==> src/hw/group_protect_params.svh <==
`ifndef GROUP_PROTECT_PARAMS_SVH
`define GROUP_PROTECT_PARAMS_SVH

`define CMD_EN0          8'h4C
`define CMD_EN1          8'h03
`define CMD_EN2          8'h1D
`define CMD_EN3          8'h41
`define CMD_PROG_SETUP   8'h80
`define CMD_PROG_CONFIRM 8'h10
`define CMD_EXIT         8'hFF
`define CMD_SET_FEATURE  8'hEF
`define CMD_READ_STATUS  8'h70
`define CMD_READ_SETUP   8'h00
`define CMD_READ_CONFIRM 8'h30
`define FEAT_ADDR_LOCK   8'h90
`define FEAT_P1_DISABLE  8'h10
`define BYTE_ZERO        8'h00
`define BYTE_ONES        8'hFF
`define NUM_GROUPS       4'hC
`define SR_PASS          8'hE0
`define SR_FAIL          8'hE1
`define SR_REJECT        8'h60
`define SR_BIT_READY     5
`define SR_BIT_FAIL      0
`define ADDR_CYCLES      3'h5
`define GROUP_ADDR_IDX   3'h3
`define FEAT_P_CYCLES    3'h4
`define SEQ_WIDTH        4'h4
// bus cycle timing: 30 ns min write/read cycle, held in ns
`define T_WC_NS          30
`define T_WB_NS          100
`define CLK_NS           10
`define T_WC_CYC         ((`T_WC_NS + `CLK_NS - 1) / `CLK_NS)
`define T_WB_CYC         ((`T_WB_NS + `CLK_NS - 1) / `CLK_NS)

`endif

==> src/hw/group_protect_pkg.sv <==
package group_protect_pkg;

	typedef enum logic [2:0] {
		OP_PROTECT = 3'h0,
		OP_DISABLE = 3'h1,
		OP_CHECK   = 3'h2,
		OP_STATUS  = 3'h3,
		OP_EXIT    = 3'h4
	} op_e;

	typedef struct packed {
		op_e        op;
		logic [3:0] group;
	} req_s;

	typedef struct packed {
		logic [7:0] status_byte;
		logic       disabled;
		logic       pass;
	} rsp_s;

	// one bus cycle on the flash pins
	typedef struct packed {
		logic       cle;
		logic       ale;
		logic       re;
		logic [7:0] data;
	} step_s;

endpackage

==> src/hw/group_protect_host.sv <==
`include "group_protect_params.svh"

// What this block does
// - send 4C 03 1D 41 then 80
// - five address cycles, group in fourth
// - confirm 10h, wait busy, read status 70h, then FFh
// - set feature 90h with 10 00 00 00
// - zero-address program freezes protection
// - read status 70h after disable
// - run disable once groups are done
module group_protect_host
	import group_protect_pkg::*;
#(
	parameter int MAX_STEPS = 16
) (
	input  wire logic                    clk,
	input  wire logic                    resetn,
	input  wire group_protect_pkg::req_s req,
	input  wire logic                    req_valid,
	output logic                         req_ready,
	output group_protect_pkg::rsp_s      rsp,
	output logic                         rsp_valid,
	output logic                         cle,
	output logic                         ale,
	output logic                         we_n,
	output logic                         re_n,
	output logic                         wp_n,
	output logic                         ce_n,
	output logic [7:0]                   io_out,
	output logic                         io_oe_n,
	input  wire logic [7:0]              io_in,
	input  wire logic                    rb_n,
	input  wire logic                    wp_enable
);
	import group_protect_pkg::*;

	// the step programmes below are written for exactly sixteen steps
	if (MAX_STEPS != 16) begin : g_bad_steps
		$error("MAX_STEPS must be 16");
	end

	// ----------------------------------------------------------------
	// pin synchronisers
	// ----------------------------------------------------------------
	logic [2:0] rb_sync_r;
	logic       rb_ready_r;
	logic [7:0] io_s1_r, io_s2_r, io_s3_r;

	always_ff @(posedge clk or negedge resetn) begin
		if (!resetn) begin
			rb_sync_r  <= 3'h0;
			rb_ready_r <= 1'b0;
		end else begin
			rb_sync_r <= {rb_sync_r[1:0], rb_n};
			if (rb_sync_r[1] == rb_sync_r[2])
				rb_ready_r <= rb_sync_r[2];
		end
	end

	always_ff @(posedge clk or negedge resetn) begin
		if (!resetn) begin
			io_s1_r <= 8'h00;
			io_s2_r <= 8'h00;
			io_s3_r <= 8'h00;
		end else begin
			io_s1_r <= io_in;
			io_s2_r <= io_s1_r;
			io_s3_r <= io_s2_r;
		end
	end

	// ----------------------------------------------------------------
	// step programme for each operation
	// ----------------------------------------------------------------
	localparam logic [1:0] K_CMD = 2'h0;
	localparam logic [1:0] K_ADR = 2'h1;
	localparam logic [1:0] K_DAT = 2'h2;
	localparam logic [1:0] K_RD  = 2'h3;

	// returns {last, busy_wait, kind, byte} for step idx of op
	function automatic logic [11:0] step_of(input op_e op, input logic [3:0] grp,
		input logic [3:0] idx);
		logic [11:0] s;
		s = {1'b1, 1'b0, K_CMD, `CMD_EXIT};
		unique case (op)
			OP_PROTECT: begin
				unique case (idx)
					4'h0: s = {2'b00, K_CMD, `CMD_EN0};
					4'h1: s = {2'b00, K_CMD, `CMD_EN1};
					4'h2: s = {2'b00, K_CMD, `CMD_EN2};
					4'h3: s = {2'b00, K_CMD, `CMD_EN3};
					4'h4: s = {2'b00, K_CMD, `CMD_PROG_SETUP};
					4'h5, 4'h6, 4'h7, 4'h9: s = {2'b00, K_ADR, `BYTE_ZERO};
					4'h8: s = {2'b00, K_ADR, 4'h0, grp};
					4'hA: s = {2'b01, K_CMD, `CMD_PROG_CONFIRM};
					4'hB: s = {2'b00, K_CMD, `CMD_READ_STATUS};
					4'hC: s = {2'b00, K_RD, `BYTE_ZERO};
					default: s = {2'b11, K_CMD, `CMD_EXIT};
				endcase
			end
			OP_DISABLE: begin
				unique case (idx)
					4'h0: s = {2'b00, K_CMD, `CMD_SET_FEATURE};
					4'h1: s = {2'b00, K_ADR, `FEAT_ADDR_LOCK};
					4'h2: s = {2'b01, K_DAT, `FEAT_P1_DISABLE};
					4'h3, 4'h4, 4'h5: s = {2'b00, K_DAT, `BYTE_ZERO};
					4'h6: s = {2'b00, K_CMD, `CMD_PROG_SETUP};
					4'h7, 4'h8, 4'h9, 4'hA, 4'hB: s = {2'b00, K_ADR, `BYTE_ZERO};
					4'hC: s = {2'b00, K_DAT, `BYTE_ZERO};
					4'hD: s = {2'b01, K_CMD, `CMD_PROG_CONFIRM};
					4'hE: s = {2'b00, K_CMD, `CMD_READ_STATUS};
					default: s = {2'b10, K_RD, `BYTE_ZERO};
				endcase
			end
			OP_CHECK: begin
				unique case (idx)
					4'h0: s = {2'b00, K_CMD, `CMD_READ_SETUP};
					4'h1, 4'h2, 4'h3, 4'h4, 4'h5: s = {2'b00, K_ADR, `BYTE_ZERO};
					4'h6: s = {2'b01, K_CMD, `CMD_READ_CONFIRM};
					default: s = {2'b10, K_RD, `BYTE_ZERO};
				endcase
			end
			OP_STATUS: begin
				if (idx == 4'h0)
					s = {2'b00, K_CMD, `CMD_READ_STATUS};
				else
					s = {2'b10, K_RD, `BYTE_ZERO};
			end
			default: s = {2'b11, K_CMD, `CMD_EXIT};
		endcase
		return s;
	endfunction

	// ----------------------------------------------------------------
	// sequencer
	// ----------------------------------------------------------------
	typedef enum logic [4:0] {
		S_IDLE  = 5'b00001,
		S_SETUP = 5'b00010,
		S_PULSE = 5'b00100,
		S_BUSY  = 5'b01000,
		S_DONE  = 5'b10000
	} state_e;

	state_e      state_r;
	req_s        cur_r;
	logic [3:0]  idx_r;
	logic [3:0]  cnt_r;
	logic        rd_cap_r;
	logic [11:0] step;
	logic        step_last, step_busy;
	logic [1:0]  step_kind;

	always_comb begin
		step      = step_of(cur_r.op, cur_r.group, idx_r);
		step_last = step[11];
		step_busy = step[10];
		step_kind = step[9:8];
	end

	// refusing a bad group here keeps a stray code off the bus entirely
	logic req_ok;
	always_comb
		req_ok = (req.op != OP_PROTECT) || (req.group < `NUM_GROUPS);

	always_ff @(posedge clk or negedge resetn) begin
		if (!resetn) begin
			state_r     <= S_IDLE;
			cur_r       <= '0;
			idx_r       <= 4'h0;
			cnt_r       <= 4'h0;
		end else begin
			unique case (state_r)
				S_IDLE: if (req_valid && req_ok) begin
					cur_r   <= req;
					idx_r   <= 4'h0;
					cnt_r   <= 4'h0;
					state_r <= S_SETUP;
				end
				S_SETUP: begin
					cnt_r   <= 4'h0;
					state_r <= S_PULSE;
				end
				S_PULSE: if (cnt_r == 4'(`T_WC_CYC - 1)) begin
					cnt_r       <= 4'h0;
					if (step_busy)
						state_r <= S_BUSY;
					else if (step_last)
						state_r <= S_DONE;
					else begin
						idx_r   <= idx_r + 4'h1;
						state_r <= S_SETUP;
					end
				end else
					cnt_r <= cnt_r + 4'h1;
				// busy may not show until tWB; then wait for ready again
				S_BUSY: begin
					if (cnt_r != 4'(`T_WB_CYC))
						cnt_r <= cnt_r + 4'h1;
					if (cnt_r == 4'(`T_WB_CYC) && rb_ready_r) begin
						idx_r   <= idx_r + 4'h1;
						state_r <= step_last ? S_DONE : S_SETUP;
					end
				end
				S_DONE: state_r <= S_IDLE;
				default: state_r <= S_IDLE;
			endcase
		end
	end

	// ----------------------------------------------------------------
	// pins and answer
	// ----------------------------------------------------------------
	always_ff @(posedge clk or negedge resetn) begin
		if (!resetn) begin
			cle     <= 1'b0;
			ale     <= 1'b0;
			we_n    <= 1'b1;
			re_n    <= 1'b1;
			ce_n    <= 1'b1;
			io_out  <= 8'h00;
			io_oe_n <= 1'b1;
			wp_n    <= 1'b0;
		end else begin
			wp_n <= wp_enable;
			ce_n <= (state_r == S_IDLE) || (state_r == S_DONE);
			if (state_r == S_SETUP) begin
				cle     <= (step_kind == K_CMD);
				ale     <= (step_kind == K_ADR);
				io_out  <= step[7:0];
				io_oe_n <= (step_kind == K_RD);
				we_n    <= (step_kind == K_RD);
				re_n    <= (step_kind != K_RD);
			end else if (state_r == S_PULSE && cnt_r == 4'(`T_WC_CYC - 2)) begin
				we_n <= 1'b1;
				re_n <= 1'b1;
			end else if (state_r != S_PULSE) begin
				cle     <= 1'b0;
				ale     <= 1'b0;
				io_oe_n <= 1'b1;
			end
		end
	end

	always_ff @(posedge clk or negedge resetn) begin
		if (!resetn) begin
			rsp       <= '0;
			rsp_valid <= 1'b0;
			req_ready <= 1'b0;
			rd_cap_r  <= 1'b0;
		end else begin
			req_ready <= (state_r == S_IDLE) && !(req_valid && req_ok);
			rsp_valid <= (state_r == S_DONE);
			// io_s3_r lags the pins by three edges: one cycle after the read
			// pulse ends it holds the byte seen while the read strobe was low
			rd_cap_r  <= (state_r == S_PULSE) && (step_kind == K_RD)
				&& (cnt_r == 4'(`T_WC_CYC - 1));
			if (rd_cap_r) begin
				rsp.status_byte <= io_s3_r;
				rsp.pass        <= (cur_r.op == OP_CHECK) ? 1'b1
					: (io_s3_r == `SR_PASS);
				rsp.disabled    <= (io_s3_r == `BYTE_ZERO)
					|| (io_s3_r == `SR_REJECT);
			end
		end
	end

endmodule // group_protect_host

==> config.mk <==
export PLATFORM = sky130hd
export DESIGN_NAME = group_protect_host
export DESIGN_NICKNAME = d
export VERILOG_FILES = /design/src/hw/group_protect_pkg.sv /design/src/hw/group_protect_host.sv
export VERILOG_INCLUDE_DIRS = /design/src /design/src/hw
export SDC_FILE = /design/constraint.sdc
export NUM_CORES = 1
export LEC_CHECK = 0
export ABC_AREA = 1
export BUFFER_PORTS_ARGS = -buffer_cell sky130_fd_sc_hd__buf_2
export CAP_MARGIN = 20
export CORE_ASPECT_RATIO = 0.9
export CORE_MARGIN = 2
export CORE_UTILIZATION = 50
export DETAILED_ROUTE_END_ITERATION = 8
export GPL_TIMING_DRIVEN = 0
export HOLD_SLACK_MARGIN = 0.08
export PLACE_DENSITY = 0.71
export SLEW_MARGIN = 20
export SYNTH_ARGS = -nofsm -noshare
export SYNTH_HDL_FRONTEND = slang
export SYNTH_SLANG_ARGS = --single-unit
export TNS_END_PERCENT = 50
==> constraint.sdc <==
create_clock -name clk -period 2.7 [get_ports clk]
set_input_delay 0.405 -clock clk [delete_from_list [all_inputs] [get_ports clk]]
set_output_delay 0.405 -clock clk [all_outputs]
set_load 0.02 [all_outputs]
# Word-level counts from Yosys, hierarchy flattened
# Memory sizes are Yosys's and may differ from the RTL's.
# Index checks and enable logic that the tools add are counted.
# totals
romBits	192
inputBits	20
mem_count	1
regBits	76
# classes
addsub	2
n_eq_ne	38
n_mux	30
magnitude_cmp	1
n_reduce_logical	26
# memory_table
memory	depth	word_bits	rd	rd_ports_with_merged_regs	wr	line	rtl
(no name shown)	16	12	1	0	0	group_protect_host.sv:102	unique case (idx)
# op_table
operator	count
$pmux W12 S10	1
$pmux W12 S4	1
$pmux W12 S3	1
$mux W4	7
$mux W5	5
$eq A4 B4 Y1 const B	6
$pmux W5 S4	1
$eq A4 B3 Y1 const B	4
$ne A2 B2 Y1 const B	8
$pmux W4 S4	1
$eq A4 B2 Y1 const B	3
$mux W12	1
$pmux W4 S3	1
$mux W1	11
$add A4 B1 Y4 const B	2
$eq A4 B1 Y1 const B	2
$eq A8 B7 Y1 const B	1
$eq A8 B8 Y1 const B	1
$logic_not A8 Y1	1
$eq A3 B2 Y1 const B	2
$logic_and A1 B1 Y1	6
$reduce_and A3 Y1	2
$reduce_and A6 Y1	1
$reduce_bool A3 Y1	2
other kinds (22)	26

# Logic depth before layout (Yosys ltp)
# logic_depth
word_depth	8
depth_mapped	13

# Least setup slack after synthesis
# No wires, ideal clock.
# synth_path
path_kind	reg-to-reg
from	reg idx_r[0]
to	reg idx_r[0]
setup_ps	65
stages_incl_launch_ff	14
path_slack_ps	997
t_arrival_ps	1637
synth_period_minus_slack_ps	1703
required_ps	2635
path_cell_list	dfrtp_1 inv_1 ha_1 inv_1 nand2_1 nand2_2 nand2_1 nor2_2 nand3_4 nand2_1 nand2_2 nand3_2 nand2_1 nand2_1
# synth_via
elab_chain_len	6
# synth_lines
element	line	rtl
from (decl)	group_protect_host.sv:147	logic [3:0] idx_r;
from (signal assigned)	group_protect_host.sv:191	idx_r <= idx_r + 4'h1;
from (signal assigned)	group_protect_host.sv:201	idx_r <= idx_r + 4'h1;
$eq A4 B3 Y1 (tied with other cells)	group_protect_host.sv:87, group_protect_host.sv:116	
$reduce_or A4 Y1 or $reduce_or A5 Y1 (tied branches)	group_protect_host.sv:87, group_protect_host.sv:116	
$pmux W12 S10 or $pmux W12 S3 (tied branches)	group_protect_host.sv:87, group_protect_host.sv:116	
$pmux W12 S4	group_protect_host.sv:85	unique case (op)
$ne A2 B2 Y1 (no source line)	-	
$reduce_and A6 Y1 (no source line)	-	
# Parallel ways exist; a longest one is shown, timed or not. The select of a mux whose other input is x is not followed.
# A chain may end at the register's enable or synchronous reset.

# Worst setup path in the final report
# layout_path
from	reg idx_r[0]
to	reg idx_r[1]
# The elaborated chain is that of the path after synthesis.

==> impl_metrics.py <==
metrics = {
    "min_path": {
        "hp-class": "in2reg",
    },
    "sta": {
        "hold_viol_final": 0,
        "maxSlewHeadroom_pct": 72.2,
        "hold_ws_ps": 151,
        "worst_pin_slew_ps": 416,
        "rsz0062_at_grt": "no",
        "finalSetupTns_ps": 0,
        "setup_ws_ps": 606,
        "setup_viol": 0,
        "post-route-period-util_pct": 77.6,
        "timing.fmax_mhz": 478,
        "drv_slew": 0,
        "period_minus_slack_ps": 2090,
        "fin_skew_ps": 8.82,
    },
    "die": {
        "start_util_pct": 50.9,
        "core_sq_um": 6970,
        "io_pins": 47,
        "die_area_sq_um": 7790,
        "rows": 29,
        "die_height_microns": 83.9,
        "die_w_microns": 92.8,
    },
    "power_and_ir_drop": {
        "p_leak_nw": 2.02,
        "max-vdd-ir-drop_v": 0.000432,
        "power.total_mw": 3.85,
        "power_density_nw_per_um2": 930,
    },
    "logic_synthesis": {
        "synth-simple-area-share_pct": 25.0,
        "synth_compound_area_share_pct": 9.91,
        "synth-xor-area-share_pct": 0.741,
        "synth_top_family_by_area": "simple AND/OR/NAND/NOR gates",
        "syn_inst": 371,
        "synthFlopType": "dfrtp_1",
        "synthArstFlopShare_pct": 100,
        "ys_types": 40,
        "yosysSeqAreaShare_pct": 53.8,
        "synth.avg_cell_area_sq_um": 9.56,
        "synth_mux_area_share_pct": 0,
        "synth_seq_cells": 76,
        "syn-num-nets": 401,
        "netlist_area_sq_um": 3550,
        "synth-edff-count": 0,
        "synthAdderAreaFrac_pct": 3.81,
        "ys_warn_count": 0,
    },
    "finish": {
        "area_delta_synth_final_pct": 16.7,
        "fin_area_sq_um": 4140,
        "stdcell_count": 528,
        "antennaDiodeCount": 0,
        "fillers": 604,
        "final_cell_mix": "nand2_1 (79), dfrtp_1 (71), buf_2 (45)",
        "register_area_sq_um": 1910,
        "fin_nets": 460,
        "final_util_pct": 59.4,
        "multiInputGateArea_sq_um": 1400,
        "final_common_cell": "nand2_1",
        "drive_gt1_share_pct": 26.7,
    },
    "worst_setup_path": {
        "cp.required_ps": 2990,
        "cp-end-kind": "register",
        "cp_max_fo": 8,
        "startpoint_type": "register",
        "critical_path_class": "reg2reg",
        "crit_arrival_ps": 2380,
    },
    "clock_tree": {
        "cts_sinks": 76,
        "clk_pin_slew_ps": 90,
        "cts_tree": "yes",
        "clk_latency_ps": 350,
        "cts_max_path_buffers": 2,
        "cts_resized": 0,
        "cts_buffers": 9,
        "cts_root_buf": "clkbuf_8",
        "cts_setup_buffers": 0,
        "cts_max_level": 3,
    },
    "grt": {
        "grtUsageTotal_pct": 20.4,
        "grt_pass1_vias": 2590,
        "grt-ovfl-total": 0,
        "grt_max_degree": 46,
        "grt_first_pass_wirelength_microns": 12400,
        "antenna_found_initial": 0,
    },
    "detailed_routing": {
        "dr.pass1.iters": 4,
        "wirelength_microns": 7220,
        "via_per_inst": 5.05,
        "drcViolationCount": 0,
        "ant_nets": 0,
        "dr.first_iter.drc_count": 147,
        "dr_total_vias": 2664,
        "wl_per_cell_microns": 13.7,
    },
    "job": {
        "cap_violations": 0,
    },
    "place": {
        "dp.cells": 511,
        "placed_cell_area_sq_um": 3920,
        "gp_congestion": 0.865,
        "dp_slack_ps": 660,
        "hpwl_microns": 5320,
        "port_buffers": 46,
    },
    "run_status": {
        "status": "finished clean",
    },
}
==> where the power goes <==
group / switching (mW) / internal (mW) / total, mW
clock network: 0.468 / 0.451 / 0.919
registers: 0.134 / 1.37 / 1.50
logic: 0.933 / 0.499 / 1.43
==> path summary, 6_finish.rpt <==
check	startpoint	endpoint	slack, ps	cells past startpoint
setup / recovery	idx_r[0]	idx_r[1]	610	13
hold / removal	io_in[0]	io_s1_r[0]	150	1
setup reg to reg	idx_r[0]	idx_r[1]	610	13
hold reg to reg	io_s2_r[1]	io_s3_r[1]	350	0
max in group asynchronous	resetn	we_n	1520	3
min in group asynchronous	resetn	io_s3_r[2]	540	2
==> area by class of cell <==
type	count	share of cell area, %
buffer	6	1.27
clock buffer	9	2.99
clock inverter	7	2.18
inverter	49	4.50
multi-input combinational	240	33.8
sequential	76	46.1
tap	93	2.81
timing repair buffer	48	6.35
==> flip-flops by register name (all words and copies together) (netlist names) <==
| register | flops |
|---|---|
| rsp | 10 |
| io_out | 8 |
| io_s1_r | 8 |
| io_s2_r | 8 |
| io_s3_r | 8 |
| cur_r | 7 |
| state_r | 5 |
| cnt_r | 4 |
| idx_r | 4 |
| rb_sync_r | 3 |
| ale | 1 |
| ce_n | 1 |
| cle | 1 |
| io_oe_n | 1 |
| rb_ready_r | 1 |
| rd_cap_r | 1 |
| re_n | 1 |
| req_ready | 1 |
| rsp_valid | 1 |
| we_n | 1 |
| wp_n | 1 |
==> worst max-delay path, cell delays in order, from the launching register on <==
cell and delay [ps]:
dfrtp_1 490, inv_1 100, ha_1 270, inv_1 120, nand2_1 90, nand2_1 120, nand2_1 70, nor2_2 120
nand3_4 140, nand2_1 140, nand2_2 120, nand3_2 130, nand2_1 60, nand2_1 70
==> cell families (layout without fill, tap and decap cells) <==
group | after synthesis | in the layout
buf+inv | 55 | 119
compound gates | 58 | 58
simple gates | 168 | 168
flops | 76 | 76
fa+ha+maj | 11 | 11
xor+xnor | 3 | 3
==> cell usage after synthesis (6+ instances only) <==
cell type	count	share of area [%]
a21oi_1	13	1.8
dfrtp_1	71	50
ha_1	10	3.5
inv_1	43	4.6
nand2_1	79	8.4
nand2_2	6	1.1
nand3_1	16	2.3
nand4_1	9	1.6
nor2_1	23	2.4
nor2_2	8	1.4
nor2_4	8	2.5
nor3_1	7	0.99
o21ai_0	22	3.1
==> what timing repair did <==
action / CTS / global route
setup endpoints to repair: 0 / 0
hold buffers: 1 / 0
endpoints found under the hold margin: 31 / 0
==> layer usage <==
metal	up-vias	part of all wire, %	GRT usage [%]
li1	1328	-	-
met2	71	48	32.1
met4	0	2.3	8.42
met5	-	0	0
met1	1252	45	27.6
met3	13	5.3	4.43
Power figures use the tool's default switching activity.
